File: src/include/sif_cfg_defs.vh
`ifndef SIF_CFG_DEFS_VH
`define SIF_CFG_DEFS_VH
// register indices (word addresses on the host port)
`define SIF_MCR1_ADDR 16'h0000
`define SIF_MCR2_ADDR 16'h004E
`define SIF_SWB_ADDR 16'h001A
// field positions
`define SIF_MCR1_START_BIT 4
`define SIF_MCR2_MODE_BIT 7
`define SIF_MCR2_FTEST_BIT 4
`define SIF_MCR2_WATCHDOG_TIMEOUT_FLAG_ENABLE_BIT 3
`define SIF_SWB_FLAG_BIT 0
// reset values
`define SIF_MCR2_RESET 8'h00
`define SIF_SWB_RESET 16'h0000
// watchdog limit in ns and cycles at 4 ns
`define SIF_WDOG_NS 663000
`define SIF_CLK_NS 4
`define SIF_WDOG_CYC (`SIF_WDOG_NS / `SIF_CLK_NS)
`endif

File: src/logic/sif_tx_watchdog.v
`timescale 1ns/1ns
`default_nettype none
`include "sif_cfg_defs.vh"
module sif_tx_watchdog #(
  parameter integer LIMIT = `SIF_WDOG_CYC
)
(
  // clock and reset
  input wire clk,
  input wire rst_n,
  // transmitter activity
  input wire txActive,
  // timeout outputs
  output reg txStop,
  output reg timeoutPulse
);
  reg [17:0] count;
  reg expired;

  always @(posedge clk)
  begin
    if (!rst_n)
    begin
      count <= 18'h00000;
      expired <= 1'b0;
      txStop <= 1'b0;
      timeoutPulse <= 1'b0;
    end
    else
    begin
      timeoutPulse <= 1'b0;
      if (!txActive)
      begin
        count <= 18'h00000;
        expired <= 1'b0;
        txStop <= 1'b0;
      end
      else if (!expired)
      begin
        if (count == LIMIT[17:0] - 18'h00001)
        begin
          expired <= 1'b1;
          txStop <= 1'b1;
          timeoutPulse <= 1'b1;
        end
        else
        begin
          count <= count + 18'h00001;
        end
      end
    end
  end
endmodule // sif_tx_watchdog
`default_nettype wire

File: src/logic/sif_cfg_bank.v
`timescale 1ns/1ns
`default_nettype none
`include "sif_cfg_defs.vh"
// Notes on behaviour
// - mode bit 7 set when mode pin is high at master reset rising edge
// - in store mode, answer own-address valid commands at once with Busy
// - in store mode, no data words, no interrupts, no logging
// - forced Busy stays available during self-test and initialization
// - host writing one to mode bit leaves store mode, clears bit
// - writing one to start-execution bit 4 of register 0 leaves store mode
// - mode pin going low leaves store mode, clears bit
// - bits 6 and 5 read zero and reset to zero
// - flag test bit forces Terminal Flag on valid non-broadcast replies
// - watchdog flag enable lets timeout set status flag bit 0
// - transmitter watchdog stops transmissions longer than 663 us
module sif_cfg_bank #(
  parameter integer WDOG_CYCLES = `SIF_WDOG_CYC
)
(
  // clock and reset
  input wire clk,
  input wire rst_n,
  // device pins
  input wire masterResetPin,
  input wire storeInterfaceModePin,
  // host register port (word address, one-cycle strobes)
  input wire [15:0] hostAddr,
  input wire hostWrite,
  input wire hostRead,
  input wire [15:0] hostWdata,
  output reg [15:0] hostRdata,
  output reg hostRvalid,
  // protocol engine side
  input wire cmdValid,
  input wire cmdOwnAddr,
  input wire cmdBroadcast,
  input wire txActive,
  output reg forceBusy,
  output reg forceFlag,
  output reg suppressData,
  output reg suppressIrq,
  output reg suppressLog,
  output reg txStop,
  output reg storeModeActive,
  output reg terminalFlagBit
);
  // pin synchronisers; bit 0 is the master reset pin, bit 1 the mode pin
  localparam [1:0] PIN_IDLE = 2'h1;
  wire [1:0] pinRaw;
  wire [1:0] pinSync;
  wire mrSync;
  wire modeSync;
  reg mrPrev;
  // register state
  reg storeMode;
  reg flagTestEnable;
  reg watchdogTimeoutFlagEnable;
  reg [15:0] statusWordBits;
  wire wdStop;
  wire wdTimeout;
  wire mrRise;
  wire wrMcr2;
  wire wrMcr1;
  wire wrSwb;
  wire exitMode;
  wire [7:0] mcr2Value;
  wire exitByWrite;
  wire exitByStart;
  wire exitByPin;
  reg next_storeMode;
  reg [15:0] next_statusWordBits;
  reg [15:0] next_hostRdata;
  reg next_forceBusy;
  reg next_forceFlag;

  // flops leave reset at each pin's idle level, so a master reset pin that
  // is already high when rst_n lifts is not taken for a rising edge
  assign pinRaw = {storeInterfaceModePin, masterResetPin};

  genvar pinIdx;
  generate
    for (pinIdx = 0; pinIdx < 2; pinIdx = pinIdx + 1)
    begin : gPinSync
      reg meta;
      reg sync;
      always @(posedge clk)
      begin
        if (!rst_n)
        begin
          meta <= PIN_IDLE[pinIdx];
          sync <= PIN_IDLE[pinIdx];
        end
        else
        begin
          meta <= pinRaw[pinIdx];
          sync <= meta;
        end
      end
      assign pinSync[pinIdx] = sync;
    end
  endgenerate

  assign mrSync = pinSync[0];
  assign modeSync = pinSync[1];

  // edge detector on the synchronised pin, idle high like the pin itself
  always @(posedge clk)
  begin
    if (!rst_n)
    begin
      mrPrev <= 1'b1;
    end
    else
    begin
      mrPrev <= mrSync;
    end
  end

  assign mrRise = mrSync & ~mrPrev;
  assign wrMcr2 = hostWrite && (hostAddr == `SIF_MCR2_ADDR);
  assign wrMcr1 = hostWrite && (hostAddr == `SIF_MCR1_ADDR);
  assign wrSwb = hostWrite && (hostAddr == `SIF_SWB_ADDR);
  // any one of three exits; pin low also blocks entry
  assign exitByWrite = wrMcr2 && hostWdata[`SIF_MCR2_MODE_BIT];
  assign exitByStart = wrMcr1 && hostWdata[`SIF_MCR1_START_BIT];
  assign exitByPin = !modeSync;
  assign exitMode = exitByWrite || exitByStart || exitByPin;

  // entry is tested first: a master reset edge with the pin high keeps the
  // terminal in mode even if a host exit write lands in the same cycle
  always @*
  begin
    next_storeMode = storeMode;
    if (mrRise && modeSync)
    begin
      next_storeMode = 1'b1;
    end
    else if (exitMode)
    begin
      next_storeMode = 1'b0;
    end
  end

  // the mode bit survives reads and initialization activity untouched, so
  // busy answers go on through self-test and init
  always @(posedge clk)
  begin
    if (!rst_n)
    begin
      storeMode <= 1'b0;
    end
    else
    begin
      storeMode <= next_storeMode;
    end
  end

  always @(posedge clk)
  begin
    if (!rst_n)
    begin
      flagTestEnable <= 1'b0;
      watchdogTimeoutFlagEnable <= 1'b0;
    end
    else if (wrMcr2)
    begin
      flagTestEnable <= hostWdata[`SIF_MCR2_FTEST_BIT];
      watchdogTimeoutFlagEnable <= hostWdata[`SIF_MCR2_WATCHDOG_TIMEOUT_FLAG_ENABLE_BIT];
    end
  end

  // timeout set wins over a host write in the same cycle, so a flag raised
  // by the watchdog is never lost to a host write that races it
  always @*
  begin
    next_statusWordBits = statusWordBits;
    if (wrSwb)
    begin
      next_statusWordBits = hostWdata;
    end
    if (wdTimeout && watchdogTimeoutFlagEnable)
    begin
      next_statusWordBits[`SIF_SWB_FLAG_BIT] = 1'b1;
    end
  end

  always @(posedge clk)
  begin
    if (!rst_n)
    begin
      statusWordBits <= `SIF_SWB_RESET;
    end
    else
    begin
      statusWordBits <= next_statusWordBits;
    end
  end

  assign mcr2Value = {storeMode, 2'b00, flagTestEnable,
    watchdogTimeoutFlagEnable, 3'b000};

  // read data holds between reads; unmapped addresses and the start-only
  // first configuration register read as zero
  always @*
  begin
    next_hostRdata = hostRdata;
    if (hostRead)
    begin
      case (hostAddr)
        `SIF_MCR2_ADDR:
        begin
          next_hostRdata = {8'h00, mcr2Value};
        end
        `SIF_SWB_ADDR:
        begin
          next_hostRdata = statusWordBits;
        end
        default:
        begin
          next_hostRdata = 16'h0000;
        end
      endcase
    end
  end

  always @(posedge clk)
  begin
    if (!rst_n)
    begin
      hostRdata <= 16'h0000;
      hostRvalid <= 1'b0;
    end
    else
    begin
      hostRdata <= next_hostRdata;
      hostRvalid <= hostRead;
    end
  end

  // command qualifiers are decoded here and registered below, so the
  // protocol engine sees the forced bits one cycle after the command
  always @*
  begin
    next_forceBusy = 1'b0;
    next_forceFlag = 1'b0;
    if (cmdValid)
    begin
      next_forceBusy = storeMode && cmdOwnAddr;
      next_forceFlag = flagTestEnable && !cmdBroadcast;
    end
  end

  always @(posedge clk)
  begin
    if (!rst_n)
    begin
      forceBusy <= 1'b0;
      forceFlag <= 1'b0;
    end
    else
    begin
      forceBusy <= next_forceBusy;
      forceFlag <= next_forceFlag;
    end
  end

  // store mode silences data, interrupts and logging as one group
  always @(posedge clk)
  begin
    if (!rst_n)
    begin
      suppressData <= 1'b0;
      suppressIrq <= 1'b0;
      suppressLog <= 1'b0;
      storeModeActive <= 1'b0;
    end
    else
    begin
      suppressData <= storeMode;
      suppressIrq <= storeMode;
      suppressLog <= storeMode;
      storeModeActive <= storeMode;
    end
  end

  // watchdog stop and status flag copies
  always @(posedge clk)
  begin
    if (!rst_n)
    begin
      txStop <= 1'b0;
      terminalFlagBit <= 1'b0;
    end
    else
    begin
      txStop <= wdStop;
      terminalFlagBit <= statusWordBits[`SIF_SWB_FLAG_BIT];
    end
  end

  sif_tx_watchdog #(
    .LIMIT(WDOG_CYCLES)
  ) uWatchdog (
    .clk(clk),
    .rst_n(rst_n),
    .txActive(txActive),
    .txStop(wdStop),
    .timeoutPulse(wdTimeout)
  );
endmodule // sif_cfg_bank
`default_nettype wire

File: config.mk
export PLATFORM = sky130hd
export DESIGN_NAME = sif_cfg_bank
export DESIGN_NICKNAME = d
export VERILOG_FILES = /design/src/logic/sif_tx_watchdog.v /design/src/logic/sif_cfg_bank.v
export VERILOG_INCLUDE_DIRS = /design/src /design/src/include
export SDC_FILE = /design/constraint.sdc
export NUM_CORES = 1
export LEC_CHECK = 0
export ABC_AREA = 1
export ABC_CLOCK_PERIOD_IN_PS = 2300
export BUFFER_PORTS_ARGS = -buffer_cell sky130_fd_sc_hd__clkbuf_2
export CORE_MARGIN = 2
export CORE_UTILIZATION = 55
export CTS_BUF_LIST = sky130_fd_sc_hd__clkbuf_8
export DETAILED_ROUTE_END_ITERATION = 10
export PLACE_DENSITY = 0.81
export SETUP_SLACK_MARGIN = 0.4
export SYNTH_ARGS = -nofsm -noshare
export SYNTH_HDL_FRONTEND = slang
export SYNTH_SLANG_ARGS = --single-unit
File: constraint.sdc
create_clock -name clk -period 2.3 [get_ports clk]
set_clock_uncertainty 0.05 [all_clocks]
set_input_delay 0.23 -clock clk [delete_from_list [all_inputs] [get_ports clk]]
set_output_delay 0.23 -clock clk [all_outputs]
set_load 0.005 [all_outputs]
Word level (Yosys, flattened, before mapping)
Cells that the tools add are included.
{ "op_classes": {"add_sub_neg": 1, "n_mul": 0, "div": 0, "magnitude_cmp": 0, "n_eq_ne": 3, "shifts": 0, "n_mux": 7, "bitwise_logic": 6, "n_reduce_logical": 21} }
{ "op_table": {"columns": ["operator", "n"], "rows": [
  ["$pmux W16 S2", 1],
  ["$add A18 B1 Y18 const B", 1],
  ["$eq A18 B18 Y1 const B", 1],
  ["$eq A16 B5 Y1 const B", 1],
  ["$eq A16 B7 Y1 const B", 1],
  ["$logic_not A16 Y1", 1],
  ["$logic_and A1 B1 Y1", 9],
  ["$reduce_and A2 Y1", 4],
  ["$mux W1", 6],
  ["$not A1 Y1", 5],
  ["$reduce_bool A2 Y1", 2],
  ["$reduce_or A3 Y1", 1],
  ["$logic_not A1 Y1", 2],
  ["$logic_or A1 B1 Y1", 2],
  ["$and A1 B1 Y1", 1]
]} }
{ "totals": {"reg_bits": 67, "latch_bits": 0, "ramBits": 0, "romBits": 0, "inputBits": 42, "wordCells": 59, "mem_count": 0} }

Logic depth before layout (Yosys ltp)
{ "depth": {"ltp_word": 7, "ltp_mapped": 10, "mapped_depth_nobuf": 10} }

Hierarchy
From an unflattened synthesis, not the netlist that was laid out.
{ "unflattened": {"cells_unflattened": 433, "hier_area_um2": 3178.0} }
{ "modules_own_cells": {"columns": ["module", "instances", "cells_each", "area_per_inst_um2"], "rows": [
  ["sif_cfg_bank", 1, 247, 1974.4],
  ["sif_tx_watchdog", 1, 186, 1203.7]
]} }

Worst setup path before layout
Ideal clock, no wire load.
{ "synth_timing": {"kind": "reg-to-reg", "from": "reg uWatchdog.count[0]", "to": "reg uWatchdog.count[16]", "setup_time_ns": 0.142, "arrival_time_ns": 1.393, "required_ns": 2.108, "slack_ns": 0.715, "stages_incl_launch_ff": 9, "n_path_buf": 0, "synth_period_minus_slack_ns": 1.585, "path_cell_list": "dfxtp_1 > ha_1 > nand3_2 > nor2_1 > nand2_1 > o21ai_0 > nand2_1 > nand2_1 > a21oi_2"} }
{ "synth_between": {"elab_chain_cells": 3, "word_cells_on_any_way": 4} }
{ "synth_rtl": {"columns": ["element", "line", "rtl"], "rows": [
  ["from (decl)", "sif_tx_watchdog.v:17", "reg [17:0] count;"],
  ["from (signal assigned)", "sif_tx_watchdog.v:48", "count <= count + 18'h00001;"],
  ["branches (longest 3 deep; another with $add A18 B1 Y18)", null, null]
]} }
Parallel ways; which one is timed is not known.
A chain may end at the register's enable or synchronous reset.

Worst setup path in the final report
Same ends and word-level chain as after synthesis.

==> report_table.html <==
<table>
<tr><th>Metric</th><th>Value</th></tr>
<tr><th colspan="2">STA</th></tr>
<tr><td>FMAX</td><td>585 MHz</td></tr>
<tr><td>Slew at the pin closest to its max-slew limit</td><td>0.665 ns</td></tr>
<tr><td>Final setup margin</td><td>0.589 ns</td></tr>
<tr><td>Number of pins exceeding their max-slew limit in the final report</td><td>0</td></tr>
<tr><td>Final hold violations</td><td>0</td></tr>
<tr><td>RSZ-0062 raised after global routing</td><td>false</td></tr>
<tr><td># setup viols final</td><td>0</td></tr>
<tr><td>Relative slew slack</td><td>55.6%</td></tr>
<tr><td>Post-route setup TNS</td><td>0 ns</td></tr>
<tr><td>Minimum hold slack</td><td>0.0288 ns</td></tr>
<tr><td>Final worst path period need</td><td>1.71 ns</td></tr>
<tr><td>Tcrit/Tclk final</td><td>74.4%</td></tr>
<tr><th colspan="2">Synth</th></tr>
<tr><td>Cell count after synthesis</td><td>421</td></tr>
<tr><td>Syn. warnings</td><td>0</td></tr>
<tr><td>Register bit total from synthesis</td><td>67</td></tr>
<tr><td>Cell area after synthesis</td><td>3070 sq um</td></tr>
<tr><td>Synthesized net count</td><td>465</td></tr>
<tr><td>Share of synthesized area occupied by flip-flops and latches</td><td>43.7%</td></tr>
<tr><td>Distinct cells, synth</td><td>30</td></tr>
<tr><td>Post-synthesis average cell area</td><td>7.30 sq um</td></tr>
<tr><th colspan="2">Global routing</th></tr>
<tr><td>Number of antenna violations at the first check in global routing</td><td>0</td></tr>
<tr><td>Global-route wire length before repair</td><td>10600 microns</td></tr>
<tr><td>Largest net degree at the start of global routing</td><td>34</td></tr>
<tr><td>Overall fraction of global-route tracks in use</td><td>21.3%</td></tr>
<tr><td>Leftover overflow at the end of global routing</td><td>0</td></tr>
<tr><td>Via count of the first global-routing pass</td><td>2557</td></tr>
<tr><th colspan="2">Setup path</th></tr>
<tr><td>Critical-path maximum fanout</td><td>18</td></tr>
<tr><td>Critical path startpoint</td><td>uWatchdog.count[0]</td></tr>
<tr><td>Kind of capture point of the worst setup path</td><td>flip-flop</td></tr>
<tr><td>Stage delay of the slowest cell on the critical path</td><td>0.45 ns</td></tr>
<tr><td>Worst setup SP type</td><td>flip-flop</td></tr>
<tr><td>Worst endpoint required time</td><td>2.45 ns</td></tr>
<tr><td>R2r startpoint</td><td>uWatchdog.count[0]</td></tr>
<tr><td>Largest delay share family, worst path</td><td>simple AND/OR/NAND/NOR gates</td></tr>
<tr><td>Series of cell instances along the critical path</td><td>ha_1 -&gt; nand3_1 -&gt; nor2_1 -&gt; nand3_2 -&gt; nand2_4 -&gt; inv_4 -&gt; nand2_1 -&gt; a21oi_2</td></tr>
<tr><td>Buffers &amp; Inverters on Critical Path</td><td>1</td></tr>
<tr><td>Slowest-stage cell, CP</td><td>sky130_fd_sc_hd__dfxtp_1</td></tr>
<tr><td>Category of the most critical setup path</td><td>reg2reg</td></tr>
<tr><td>CP Data Arrival Time</td><td>1.86 ns</td></tr>
<tr><th colspan="2">Route</th></tr>
<tr><td>Number of DRC markers after the initial detailed-route iteration</td><td>100</td></tr>
<tr><td>Routed wire length per instance</td><td>11.4 microns</td></tr>
<tr><td>Number of nets still failing antenna checks after routing</td><td>0</td></tr>
<tr><td>Post-detailed-routing wire length</td><td>6340 microns</td></tr>
<tr><td>First-pass iteration count of the detailed router</td><td>4</td></tr>
<tr><td>Final routed DRC violation total</td><td>0</td></tr>
<tr><td>Per-cell via count in the routed design</td><td>5.01</td></tr>
<tr><td>Count of vias placed by the detailed router</td><td>2790</td></tr>
<tr><th colspan="2">Floorplan</th></tr>
<tr><td>Chip width</td><td>78.7 microns</td></tr>
<tr><td>Io pins</td><td>67</td></tr>
<tr><td>DIE HEIGHT</td><td>78.7 microns</td></tr>
<tr><td>Number of rows in the core area</td><td>27</td></tr>
<tr><td>Die Footprint</td><td>6200 sq um</td></tr>
<tr><td>CORE AREA</td><td>5440 sq um</td></tr>
<tr><td>Starting density of the core</td><td>56.5%</td></tr>
<tr><th colspan="2">Final layout</th></tr>
<tr><td>Share of cells above drive strength 1</td><td>23.3%</td></tr>
<tr><td>Number of nets at the end of the flow</td><td>524</td></tr>
<tr><td>Layout-stage area growth over the synthesis result</td><td>16.5%</td></tr>
<tr><td>Number of inserted diodes</td><td>0</td></tr>
<tr><td>Area of all placed cells without fillers</td><td>3580 sq um</td></tr>
<tr><td>Final core area utilization</td><td>65.8%</td></tr>
<tr><th colspan="2">Placement</th></tr>
<tr><td>Post-placement cell area</td><td>3370 sq um</td></tr>
<tr><td>Pre-CTS setup slack</td><td>0.526 ns</td></tr>
<tr><td>Placer congestion estimate</td><td>0.894</td></tr>
<tr><td>Number of buffers added on ports</td><td>66</td></tr>
<tr><td>Half-perimeter wire length after placement</td><td>4520 microns</td></tr>
<tr><th colspan="2">Clocking</th></tr>
<tr><td>Clk Latency, worst-skew pair</td><td>0.33 ns</td></tr>
<tr><td>TritonCTS buffer count</td><td>9</td></tr>
<tr><td>H-tree level count</td><td>3</td></tr>
<tr><td>Clk sinks</td><td>67</td></tr>
<tr><td>TritonCTS clock tree</td><td>yes</td></tr>
<tr><td>Maximum buffer depth of the clock tree</td><td>2</td></tr>
<tr><td>Clock tree root driver cell</td><td>sky130_fd_sc_hd__clkbuf_8</td></tr>
<tr><td>Clock slew at reported path FFs</td><td>0.07 ns</td></tr>
<tr><th colspan="2">Min path</th></tr>
<tr><td>Worst hold start</td><td>storeInterfaceModePin</td></tr>
<tr><td>Path class of the lowest-slack min-delay path</td><td>in2reg</td></tr>
<tr><th colspan="2">Pwr</th></tr>
<tr><td>Worst IR drop on VDD</td><td>0.478 mV</td></tr>
<tr><td>Pleak</td><td>1.51 nW</td></tr>
<tr><td>Power per Cell Area</td><td>639 nW/um^2</td></tr>
<tr><th colspan="2">Run status</th></tr>
<tr><td>Result of the run</td><td>finished clean</td></tr>
<tr><th colspan="2">Run</th></tr>
<tr><td>Max Cap Violations</td><td>0</td></tr>
</table>
## sequential cells by signal (all words and copies together), names as in the netlist, 2 cells and up
| register | cells |
|---|---|
| uWatchdog.count | 18 |
| gPinSync.meta | 2 |
| gPinSync.sync | 2 |
| statusWordBits | 16 |
| hostRdata | 16 |
## per-layer routing
metal / global-route usage, % / vias up / part of all wire, %
li1: - / 1460 / -
met1: 24.8 / 1238 / 44
met2: 36.7 / 84 / 49
met3: 6.02 / 8 / 5.7
met4: 8.95 / 0 / 1.1
met5: 0 / - / 0
## worst reg2reg max path: stages, from the launching register on
cell,delay [ns]
sky130_fd_sc_hd__dfxtp_1,0.45
sky130_fd_sc_hd__ha_1,0.21
sky130_fd_sc_hd__nand3_1,0.10
sky130_fd_sc_hd__nor2_1,0.15
sky130_fd_sc_hd__nand3_2,0.13
sky130_fd_sc_hd__nand2_4,0.21
sky130_fd_sc_hd__inv_4,0.13
sky130_fd_sc_hd__nand2_1,0.10
sky130_fd_sc_hd__a21oi_2,0.05
## cells in the mapped netlist, drive strengths merged
cell | instances | area, sq um
nor2 | 47 | 184
nand2 | 117 | 454
or2 | 3 | 18.8
o21ai | 17 | 85.1
xnor2 | 4 | 35.0
a21oi | 44 | 258
inv | 36 | 138
xor2 | 7 | 61.3
ha | 2 | 25.0
and2 | 1 | 8.76
clkbuf | 11 | 41.3
buf | 10 | 98.8
a21boi | 1 | 7.51
nor3 | 6 | 46.3
o21a | 1 | 7.51
nand4 | 5 | 31.3
dfxtp | 67 | 1340
nand3 | 42 | 230
## timing repair
| item | in CTS | in global routing |
|---|---|---|
| resized for setup | 0 | 1 |
| setup buffers | 0 | 0 |
| hold buffers | 1 | 0 |
| endpoints found under the hold margin | 1 | 0 |
| setup endpoints to repair | 0 | 3 |
## layout by cell type (no fill, tap or decap), drive strengths merged, types with 2 or more instances in the layout
cell,n
nor2,47
nand2,117
a21oi,44
nand4,5
nand3,42
xnor2,4
buf,2
dfxtp,67
nor3,6
o21ai,17
ha,2
or2,3
clkinv,4
clkbuf,75
inv,38
xor2,7
## worst paths after layout
kind | endpoint | slack [ns] | depth (start not counted)
setup / recovery | uWatchdog.count[16] | 0.59 | 8
hold / removal | gPinSync[1].meta | 0.03 | 3
setup reg to reg | uWatchdog.count[16] | 0.59 | 8
hold reg to reg | gPinSync[0].sync | 0.37 | 1
## per-stage QoR
step	instances	power (mW)
floorplan	421	1.28
global placement	540	1.34
detailed placement	540	1.34
CTS	557	2.32
global route	557	2.38
finish	557	2.29
## power breakdown
group | total (mW) | switching, mW | internal, mW
sequential | 1.19 | 0.00999 | 1.18
combinational | 0.129 | 0.0743 | 0.0547
clock | 0.970 | 0.462 | 0.508
## final cells by class
type / instances / area [sq um]
clock buffers: 9 / 124
flip-flops and latches: 67 / 1340
clock inverters: 7 / 75.1
well taps: 72 / 90.1
repair buffers: 69 / 355
multi-input cells: 297 / 1460
inverters: 36 / 138
fillers: 469 / 1860
## logic make-up (layout without fill, tap and decap cells)
| group | after synthesis | count (layout) | share of synthesized area (%) |
|---|---|---|---|
| fa+ha+maj | 2 | 2 | 0.815 |
| xor+xnor | 11 | 11 | 3.14 |
| simple gates | 221 | 221 | 31.7 |
| buf+inv | 57 | 121 | 9.04 |
| flops | 67 | 67 | 43.7 |
| compound gates | 63 | 63 | 11.6 |
(Power assumes the default switching activity.)
